--- src/iafc_pkg.sv ---
// Purpose: shared constants, types and decode helpers for the in_application_update
//          flash access control block
// Assumes: 8-bit data memory bus, registers in sector 1, word address 15 bits
// Notes:   register offsets within 43H..4FH follow the order of the register list
package iafc_pkg;
  localparam int ADDR_W = 15;
  localparam int DATA_W = 16;
  localparam int BUF_DEPTH = 64;
  localparam int PAGE_LSB = 6;

  localparam logic [7:0] REG_SECTOR = 8'h01;
  localparam logic [7:0] OFF_FIRST = 8'h43;
  localparam logic [7:0] OFF_LAST = 8'h4F;
  // register index = offset - 43H
  localparam logic [3:0] IDX_CTL = 4'h0;
  localparam logic [3:0] IDX_CHIPRST = 4'h1;
  localparam logic [3:0] IDX_BUFCLR = 4'h2;
  localparam logic [3:0] IDX_ADDR_LO = 4'h3;
  localparam logic [3:0] IDX_ADDR_HI = 4'h4;
  localparam logic [3:0] IDX_W0_LO = 4'h5;
  localparam logic [3:0] IDX_W0_HI = 4'h6;
  localparam logic [3:0] IDX_W1_LO = 4'h7;
  localparam logic [3:0] IDX_W3_HI = 4'hC;

  localparam int BIT_WEN = 7;
  localparam int BIT_MODE_HI = 6;
  localparam int BIT_MODE_LO = 4;
  localparam int BIT_PEN = 3;
  localparam int BIT_WT = 2;
  localparam int BIT_RDEN = 1;
  localparam int BIT_RD = 0;

  localparam logic [2:0] MODE_WRITE = 3'h0;
  localparam logic [2:0] MODE_ERASE = 3'h1;
  localparam logic [2:0] MODE_READ = 3'h3;
  localparam logic [2:0] MODE_UNLOCK = 3'h6;

  localparam logic [7:0] CHIP_RST_KEY = 8'h55;
  localparam logic [7:0] RST_BYTE = 8'h00;
  localparam int PAT_LEN = 6;
  localparam logic [PAT_LEN-1:0][7:0] UNLOCK_PAT = {8'h40, 8'hC3, 8'h09, 8'h0D, 8'h04, 8'h00};

  localparam int UNLOCK_TIMEOUT_US = 300;
  localparam int SUB_CLK_HZ = 32768;
  localparam int TMO_TICKS_RAW = (UNLOCK_TIMEOUT_US * SUB_CLK_HZ) / 1000000;
  localparam int TMO_TICKS = (TMO_TICKS_RAW < 1) ? 1 : TMO_TICKS_RAW;
  localparam int TMO_W = 16;

  typedef enum logic [1:0] {
    IAFC_OP_READ = 2'h0,
    IAFC_OP_ERASE = 2'h1,
    IAFC_OP_WRITE = 2'h2
  } iafc_op_e;

  typedef enum logic [1:0] {
    IAFC_ST_IDLE = 2'b00,
    IAFC_ST_BUSY = 2'b01,
    IAFC_ST_CLEAR = 2'b11
  } iafc_st_e;

  function automatic logic reg_hit(input logic [7:0] sector, input logic [7:0] addr);
    reg_hit = (sector == REG_SECTOR) && (addr >= OFF_FIRST) && (addr <= OFF_LAST);
  endfunction

  function automatic logic [3:0] reg_idx(input logic [7:0] addr);
    logic [7:0] d;
    d = addr - OFF_FIRST;
    reg_idx = d[3:0];
  endfunction
endpackage

--- src/iafc_buf_if.sv ---
// Purpose: link between the control logic and its write buffer
// Assumes: one clock domain
// Notes:   read data is registered inside the buffer
interface iafc_buf_if #(parameter int DW = 16, parameter int IW = 6);
  logic load;
  logic [IW-1:0] load_idx;
  logic [DW-1:0] load_data;
  logic clear;
  logic [IW-1:0] rd_idx;
  logic [DW-1:0] rd_data;
  modport ctrl (output load, load_idx, load_data, clear, rd_idx, input rd_data);
  modport store (input load, load_idx, load_data, clear, rd_idx, output rd_data);
endinterface

--- src/iafc_ctrl.sv ---
// Purpose: register file, unlock procedure and flash operation sequencer
// Assumes: partner array is on i_core_clk and answers each request with one
//          done pulse; subsystem clock arrives as a plain level input
// Notes:   register reads return data one cycle after the read strobe
module iafc_ctrl #(
  parameter int ADDR_W = iafc_pkg::ADDR_W,
  parameter int DATA_W = iafc_pkg::DATA_W,
  parameter int BUF_DEPTH = iafc_pkg::BUF_DEPTH
) (
  // clock and reset
  input wire logic i_core_clk,
  input wire logic i_rst,
  // data memory port
  input wire logic [7:0] i_mem_sector,
  input wire logic [7:0] i_mem_addr,
  input wire logic i_mem_wr,
  input wire logic i_mem_rd,
  input wire logic [7:0] i_mem_wdata,
  output logic [7:0] o_mem_rdata,
  output logic o_mem_hit,
  // subsystem clock for the unlock timeout
  input wire logic i_sub_clk,
  // flash array side
  output logic o_flash_req,
  output iafc_pkg::iafc_op_e o_flash_op,
  output logic [ADDR_W-1:0] o_flash_addr,
  input wire logic i_flash_done,
  input wire logic [DATA_W-1:0] i_flash_rdata,
  input wire logic [$clog2(BUF_DEPTH)-1:0] i_flash_buf_idx,
  output logic [DATA_W-1:0] o_flash_buf_data,
  // status and chip reset
  output logic o_write_enabled,
  output logic o_chip_rst
);
  import iafc_pkg::*;

  localparam int IW = $clog2(BUF_DEPTH);

  // ------------------------------------------------------------------
  // state
  // ------------------------------------------------------------------
  typedef struct packed {
    logic wen;
    logic [2:0] mode;
    logic pen;
    logic wt;
    logic rden;
    logic rd;
    logic [7:0] chip_key;
    logic buffer_clear_start;
    logic [ADDR_W-1:0] addr;
    logic [3:0][DATA_W-1:0] word;
    iafc_st_e st;
    iafc_op_e op;
    logic [ADDR_W-1:0] faddr;
    logic [TMO_W-1:0] tmo_cnt;
    logic [2:0] pat_idx;
    logic pat_bad;
    logic [7:0] rdata;
    logic hit;
    logic chip_rst;
    logic sync1;
    logic sync2;
    logic sync3;
  } iafc_ctrl_s;

  iafc_ctrl_s q_r;
  iafc_ctrl_s q_nxt;

  iafc_buf_if #(.DW(DATA_W), .IW(IW)) wbuf_bus ();

  iafc_wbuf #(
    .DW(DATA_W),
    .DEPTH(BUF_DEPTH),
    .IW(IW)
  ) u_wbuf (
    .i_core_clk(i_core_clk),
    .i_rst(i_rst),
    .bus(wbuf_bus)
  );

  // ------------------------------------------------------------------
  // helpers
  // ------------------------------------------------------------------
  function automatic logic [7:0] read_mux(input iafc_ctrl_s s, input logic [3:0] idx);
    logic [7:0] v;
    v = RST_BYTE;
    case (idx)
      IDX_CTL: v = {s.wen, s.mode, s.pen, s.wt, s.rden, s.rd};
      IDX_CHIPRST: v = s.chip_key;
      IDX_BUFCLR: v = {7'h00, s.buffer_clear_start};
      IDX_ADDR_LO: v = s.addr[7:0];
      IDX_ADDR_HI: v = {1'b0, s.addr[ADDR_W-1:8]};
      default: begin
        if (idx >= IDX_W0_LO && idx <= IDX_W3_HI) begin
          v = s.word[3'(idx - IDX_W0_LO) >> 1][(idx[0] == IDX_W0_LO[0]) ? 0 : 8 +: 8];
        end
      end
    endcase
    return v;
  endfunction

  function automatic logic [ADDR_W-1:0] page_base(input logic [ADDR_W-1:0] a);
    return {a[ADDR_W-1:PAGE_LSB], {PAGE_LSB{1'b0}}};
  endfunction

  // ------------------------------------------------------------------
  // next state
  // ------------------------------------------------------------------
  logic wr_hit;
  logic rd_hit;
  logic [3:0] widx;
  logic sub_tick;
  logic unlock_run;
  logic [2:0] pk;
  logic can_write;

  always_comb begin
    q_nxt = q_r;
    wr_hit = i_mem_wr && reg_hit(i_mem_sector, i_mem_addr);
    rd_hit = i_mem_rd && reg_hit(i_mem_sector, i_mem_addr);
    widx = reg_idx(i_mem_addr);
    pk = 3'(widx - IDX_W1_LO);
    can_write = q_r.wen;

    wbuf_bus.load = 1'b0;
    wbuf_bus.load_idx = q_r.addr[IW-1:0];
    wbuf_bus.load_data = {i_mem_wdata, q_r.word[0][7:0]};
    wbuf_bus.clear = 1'b0;
    wbuf_bus.rd_idx = i_flash_buf_idx;

    // synchroniser; the second and third stages feed the edge detector
    q_nxt.sync1 = i_sub_clk;
    q_nxt.sync2 = q_r.sync1;
    q_nxt.sync3 = q_r.sync2;
    sub_tick = q_r.sync2 && !q_r.sync3;

    q_nxt.chip_rst = 1'b0;
    q_nxt.hit = rd_hit;
    if (rd_hit) begin
      q_nxt.rdata = read_mux(q_r, widx);
    end

    // --------------------------------------------------------------
    // unlock timeout on the subsystem clock
    // --------------------------------------------------------------
    unlock_run = q_r.pen && (q_r.mode == MODE_UNLOCK);
    if (unlock_run && sub_tick) begin
      if (q_r.tmo_cnt == TMO_W'(TMO_TICKS - 1)) begin
        q_nxt.pen = 1'b0;
        q_nxt.tmo_cnt = '0;
      end else begin
        q_nxt.tmo_cnt = TMO_W'(q_r.tmo_cnt + 1'b1);
      end
    end

    // --------------------------------------------------------------
    // software writes
    // --------------------------------------------------------------
    if (wr_hit) begin
      case (widx)
        IDX_CTL: begin
          if (!i_mem_wdata[BIT_WEN]) begin
            q_nxt.wen = 1'b0;
          end
          q_nxt.mode = i_mem_wdata[BIT_MODE_HI:BIT_MODE_LO];
          q_nxt.rden = i_mem_wdata[BIT_RDEN];
          if (i_mem_wdata[BIT_PEN] && !q_r.pen) begin
            q_nxt.pen = 1'b1;
            q_nxt.tmo_cnt = '0;
            q_nxt.pat_idx = '0;
            q_nxt.pat_bad = 1'b0;
          end else if (!i_mem_wdata[BIT_PEN]) begin
            q_nxt.pen = 1'b0;
          end
          if (i_mem_wdata[BIT_WT] && q_r.st == IAFC_ST_IDLE && can_write
              && (i_mem_wdata[BIT_MODE_HI:BIT_MODE_LO] == MODE_WRITE
              || i_mem_wdata[BIT_MODE_HI:BIT_MODE_LO] == MODE_ERASE)) begin
            q_nxt.wt = 1'b1;
            q_nxt.st = IAFC_ST_BUSY;
            q_nxt.op = (i_mem_wdata[BIT_MODE_HI:BIT_MODE_LO] == MODE_ERASE)
              ? IAFC_OP_ERASE : IAFC_OP_WRITE;
            q_nxt.faddr = page_base(q_r.addr);
          end else if (i_mem_wdata[BIT_RD] && i_mem_wdata[BIT_RDEN]
              && q_r.st == IAFC_ST_IDLE
              && i_mem_wdata[BIT_MODE_HI:BIT_MODE_LO] == MODE_READ) begin
            q_nxt.rd = 1'b1;
            q_nxt.st = IAFC_ST_BUSY;
            q_nxt.op = IAFC_OP_READ;
            q_nxt.faddr = q_r.addr;
          end
        end
        IDX_CHIPRST: begin
          q_nxt.chip_key = i_mem_wdata;
          q_nxt.chip_rst = (i_mem_wdata == CHIP_RST_KEY);
        end
        IDX_BUFCLR: begin
          if (i_mem_wdata[0] && q_r.st == IAFC_ST_IDLE) begin
            q_nxt.buffer_clear_start = 1'b1;
            q_nxt.st = IAFC_ST_CLEAR;
          end
        end
        IDX_ADDR_LO: q_nxt.addr[7:0] = i_mem_wdata;
        IDX_ADDR_HI: q_nxt.addr[ADDR_W-1:8] = i_mem_wdata[ADDR_W-9:0];
        IDX_W0_LO: q_nxt.word[0][7:0] = i_mem_wdata;
        IDX_W0_HI: begin
          q_nxt.word[0][15:8] = i_mem_wdata;
          wbuf_bus.load = 1'b1;
          q_nxt.addr = ADDR_W'(q_r.addr + 1'b1);
        end
        default: begin
          // words one to three; in unlock they also carry the pattern
          q_nxt.word[3'(widx - IDX_W0_LO) >> 1][(widx[0] == IDX_W0_LO[0]) ? 0 : 8 +: 8]
            = i_mem_wdata;
          if (unlock_run && q_nxt.pen) begin
            if (pk == q_r.pat_idx && i_mem_wdata == UNLOCK_PAT[pk] && !q_r.pat_bad) begin
              q_nxt.pat_idx = 3'(q_r.pat_idx + 1'b1);
            end else begin
              q_nxt.pat_bad = 1'b1;
            end
          end
        end
      endcase
    end

    // --------------------------------------------------------------
    // unlock success: hardware set beats a software clear
    // --------------------------------------------------------------
    if (unlock_run && q_nxt.pen && !q_nxt.pat_bad && q_nxt.pat_idx == 3'(PAT_LEN)) begin
      q_nxt.wen = 1'b1;
      q_nxt.pen = 1'b0;
      q_nxt.pat_idx = '0;
    end

    // --------------------------------------------------------------
    // operation sequencer
    // --------------------------------------------------------------
    case (q_r.st)
      IAFC_ST_IDLE: begin
      end
      IAFC_ST_BUSY: begin
        if (i_flash_done) begin
          q_nxt.st = IAFC_ST_IDLE;
          q_nxt.wt = 1'b0;
          q_nxt.rd = 1'b0;
          if (q_r.op == IAFC_OP_READ) begin
            q_nxt.word[0] = i_flash_rdata;
          end
        end
      end
      IAFC_ST_CLEAR: begin
        wbuf_bus.clear = 1'b1;
        q_nxt.buffer_clear_start = 1'b0;
        q_nxt.st = IAFC_ST_IDLE;
      end
      default: begin
        q_nxt.st = IAFC_ST_IDLE;
      end
    endcase
  end

  // ------------------------------------------------------------------
  // registers
  // ------------------------------------------------------------------
  always_ff @(posedge i_core_clk or posedge i_rst) begin
    if (i_rst) begin
      q_r <= '0;
    end else begin
      q_r <= q_nxt;
    end
  end

  // ------------------------------------------------------------------
  // outputs
  // ------------------------------------------------------------------
  assign o_mem_rdata = q_r.rdata;
  assign o_mem_hit = q_r.hit;
  assign o_flash_req = (q_r.st == IAFC_ST_BUSY);
  assign o_flash_op = q_r.op;
  assign o_flash_addr = q_r.faddr;
  assign o_flash_buf_data = wbuf_bus.rd_data;
  assign o_write_enabled = q_r.wen;
  assign o_chip_rst = q_r.chip_rst;
endmodule // iafc_ctrl

--- src/iafc_wbuf.sv ---
// Purpose: page write buffer of flip-flops
// Assumes: load and clear never matter in the same cycle; clear wins
// Notes:   whole buffer clears in one cycle, so a clear request ends next edge
module iafc_wbuf #(
  parameter int DW = 16,
  parameter int DEPTH = 64,
  parameter int IW = 6
) (
  // clock and reset
  input wire logic i_core_clk,
  input wire logic i_rst,
  // control side
  iafc_buf_if.store bus
);
  import iafc_pkg::*;

  typedef struct packed {
    logic [DEPTH-1:0][DW-1:0] mem;
    logic [DW-1:0] rd_data;
  } iafc_wbuf_s;

  iafc_wbuf_s q_r;
  iafc_wbuf_s q_nxt;

  always_comb begin
    q_nxt = q_r;
    q_nxt.rd_data = q_r.mem[bus.rd_idx];
    if (bus.clear) begin
      q_nxt.mem = '0;
    end else if (bus.load) begin
      q_nxt.mem[bus.load_idx] = bus.load_data;
    end
  end

  always_ff @(posedge i_core_clk or posedge i_rst) begin
    if (i_rst) begin
      q_r <= '0;
    end else begin
      q_r <= q_nxt;
    end
  end

  assign bus.rd_data = q_r.rd_data;
endmodule // iafc_wbuf

--- config.mk ---
export PLATFORM = sky130hd
export DESIGN_NAME = iafc_ctrl
export DESIGN_NICKNAME = d
export VERILOG_FILES = /design/src/iafc_pkg.sv /design/src/iafc_buf_if.sv /design/src/iafc_ctrl.sv /design/src/iafc_wbuf.sv
export SDC_FILE = /design/constraint.sdc
export NUM_CORES = 2
export LEC_CHECK = 0
export ABC_AREA = 1
export BUFFER_PORTS_ARGS = -buffer_cell sky130_fd_sc_hd__clkbuf_2
export CORE_MARGIN = 5
export CORE_UTILIZATION = 45
export CTS_BUF_LIST = sky130_fd_sc_hd__clkbuf_8
export DETAILED_ROUTE_END_ITERATION = 10
export HOLD_SLACK_MARGIN = 0.05
export SLEW_MARGIN = 20
export SYNTH_ARGS = -nofsm -noshare
export SYNTH_HDL_FRONTEND = slang
export SYNTH_SLANG_ARGS = --single-unit
--- constraint.sdc ---
create_clock -name i_core_clk -period 41.5 [get_ports i_core_clk]
set_input_delay 6.225 -clock i_core_clk [delete_from_list [all_inputs] [get_ports i_core_clk]]
set_output_delay 6.225 -clock i_core_clk [all_outputs]
set_load 0.01 [all_outputs]
==> out/qor.csv <==
stage,metric,value,unit
synth,ys_warn_count,0,
grt,grt_pass1_vias,46300,
power_and_ir_drop,p_total,2.396,mW
grt,antenna_found_initial,6,
synth,syn_nets,6587,
clocking,tritoncts,yes,
clocking,ctsRootBufferMaster,clkbuf_8,
clocking,ctsHoldBuffers,0,
floorplanning,die_w,362.5,um
synth,yosys_register_bits,1188,
power_and_ir_drop,p_leak,26.66,nW
worst_setup_path,critPathMaxFanout,57,
timing,fin_skew,42.66,ps
layout,postLayoutCoreUtil,0.4899,
clocking,cts.clk_slew.worst_paths,60,ps
layout,seqCellArea,29730,um^2
job,cap_viol_max_count,0,
detailed_routing,dr.pass1.iters,6,
worst_setup_path,cp-start-kind,primary input,
clocking,cts_buffers,200,
synth,synth_edf_count,0,
synth,synthArstFlopShare,1.000,
detailed_routing,wl,184100,um
synth,syn_avg_cell_area,8.568,um^2
layout,area_growth,8.331,%
timing,max_freq,0.09793,GHz
timing,finalSetupViolCount,0,
placed_design,io_buffers,96,
power_and_ir_drop,seqPwrFrac,0.486,
detailed_routing,drc,0,
power_and_ir_drop,combPwrFrac,0.069,
power_and_ir_drop,power_switching,0.6206,mW
layout,fill_cells,12040,
synth,synth_cell_types,57,
timing,fin_crit_sh,0.2461,
status,status,finished clean,
clocking,cts_resized,0,
synth,syn_area,55920,um^2
power_and_ir_drop,p_per_area,39.55,nW/um^2
floorplanning,core-area,123600,um^2
timing,tns,0,ps
synth,syn_inst,6526,
detailed_routing,drtAntennaViolNets,0,
grt,grt_max_degree,226,
clocking,clock_latency,910,ps
power_and_ir_drop,p_sw_frac,0.2591,
floorplanning,initial_utilization,0.4523,
clocking,clock-sinks,1188,
timing,fin_hold_ws,361.2,ps
floorplanning,die_h,362.5,um
floorplanning,fp.dieArea,131400,um^2
floorplanning,io_pins,97,
worst_setup_path,worstPathRequired,42230,ps
detailed_routing,drt_iter0_markers,6100,
timing,rsz0062_at_grt,false,
worst_setup_path,worstSetupPathType,in2reg,
timing,hold_violations,0,
layout,multi_input_area,22150,um^2
layout,mostFrequentLayoutCell,o21ai_0,
clocking,ctsHtreeMaxLevel,4,
grt,grt_util_all_layers,0.2752,
timing,setup_ws,31290,ps
timing,worst_pin_slew,1260,ps
layout,mostFrequentLayoutCells,"o21ai_0, dfrtp_1, nand3_1",
clocking,cts_setup_buffers,0,
grt,overflow,0,
placed_design,dp_slack,30520,ps
power_and_ir_drop,max-vdd-ir-drop,0.03202,mV
layout,final_nets,6284,
placed_design,hpwl,104000,um
power_and_ir_drop,pwr-share-clk,0.446,
placed_design,gp_congestion,0.8801,
synth,ys.flop_type,dfrtp_1,
worst_setup_path,crit_arrival,10940,ps
detailed_routing,num_vias,48880,
timing,maxSlewHeadroom,0.1577,
clocking,cts_buffer_depth,3,
power_and_ir_drop,p_int,1.775,mW
timing,min_period,10210,ps
timing,timing_max_transition_violations_final,0,
floorplanning,num_rows,129,
hold_path,hp-class,reg2reg,
detailed_routing,wire_per_inst,22.99,um
layout,drive_gt1_frac,0.08790,
synth,seq_area_frac_synth,0.5317,
detailed_routing,vias_per_cell,6.102,
worst_setup_path,cp-end-kind,flop,
grt,grt_first_pass_wirelength,284900,um
## routing by layer
layer | routed length [um] | track usage | vias up | part of all wire
met5 | 34 | 0 | - | 0.00018
met1 | 80490 | 0.3982 | 24110 | 0.44
met2 | 82340 | 0.4194 | 2094 | 0.45
li1 | - | - | 22330 | -
met3 | 14740 | 0.04879 | 335 | 0.080
met4 | 6526 | 0.09645 | 4 | 0.035
## critical path, cell delays in order
cell and delay [ps]:
clkbuf_2 420, ha_1 430, inv_1 120, nand2_4 80
nand2_2 130, nand3_2 130, nor2_2 570, nand2_2 170
inv_4 160, buf_4 740, nand4_1 920, nand2_1 660
o22ai_1 120
## per-stage QoR
stage	cell area, um^2	cells
after floorplan	55920	6526
after global placement	56410	7657
after global routing	60570	8009
final	60570	8010
after detailed placement	56420	7657
after CTS	60500	8007
## kinds of logic (layout without fill, tap and decap cells)
| family | Yosys count | after routing | synth area share |
|---|---|---|---|
| AOI/OAI and AO/OA | 2347 | 2347 | 0.2303 |
| xor gates and xnor gates | 5 | 5 | 0.0007831 |
| adders and majority gates | 9 | 9 | 0.002014 |
| buffers and inverters | 1034 | 879 | 0.07474 |
| DFF | 1188 | 1188 | 0.5317 |
| other | 0 | 2 | 0 |
| and+or+nand+nor | 1943 | 1943 | 0.1605 |
## Yosys cell counts, drive strengths merged (5+ instances only)
cell type  number  area (um^2)
ha              9        112.6
a32oi           7        61.31
o22ai         398         2490
a32o           11        110.1
o32ai           7        61.31
buf           172        940.9
inv           348         1309
nor4            8        50.05
nand3         875         4399
a21oi         238         1191
o311ai         11        96.34
nand4          58        604.3
o21ai        1529         7652
clkbuf        512         1922
a31oi           5        31.28
o21a            5        37.54
o221ai         31        271.5
nor2          506         1929
nor3           37        220.2
dfrtp        1188        29730
o21bai          6        45.04
o211ai         29        217.7
a221oi         53        464.2
nand2         451         1715
## worst paths after layout
check	start	endpoint	slack, ps	cells past startpoint
min in group asynchronous	i_rst	u_wbuf.q_r[124]	5480	2
max	i_mem_addr[0]	u_wbuf.q_r[324]	31290	13
max in group asynchronous	i_rst	u_wbuf.q_r[914]	32010	6
min	q_nxt[1]	q_nxt[0]	360	0
max reg2reg	q_r[50]	u_wbuf.q_r[537]	37160	6
min reg2reg	q_nxt[1]	q_nxt[0]	360	0
## final cells by class
cell class	count	area share
clock buffer	266	0.06044
sequential	1188	0.4908
tap	1637	0.03381
clock inverter	84	0.006961
timing repair buffer	179	0.02006
multi-input combinational	4304	0.3657
inverter	350	0.02214
antenna	2	0.00008262
## state kept, by name (all words and copies together), names as in the netlist
| register | count |
|---|---|
| o_mem_rdata | 8 |
| u_wbuf.q_r | 1024 |
| q_r | 118 |
| o_flash_addr | 15 |
| u_wbuf.bus.rd_data | 16 |
| o_write_enabled | 1 |
| o_mem_hit | 1 |
| q_nxt | 2 |
| o_chip_rst | 1 |
| o_flash_op | 2 |
## power by group through the flow
stage	Combinational [mW]	Sequential (mW)	Clock, mW
4_1_cts	0.163	1.16	1.09
3_3_place_gp	0.163	1.18	0
6_report	0.165	1.16	1.07
2_1_floorplan	0.101	1.18	0
5_1_grt	0.179	1.16	1.14
3_5_place_dp	0.163	1.18	0
Note: power is estimated with default switching activity, not from simulation.
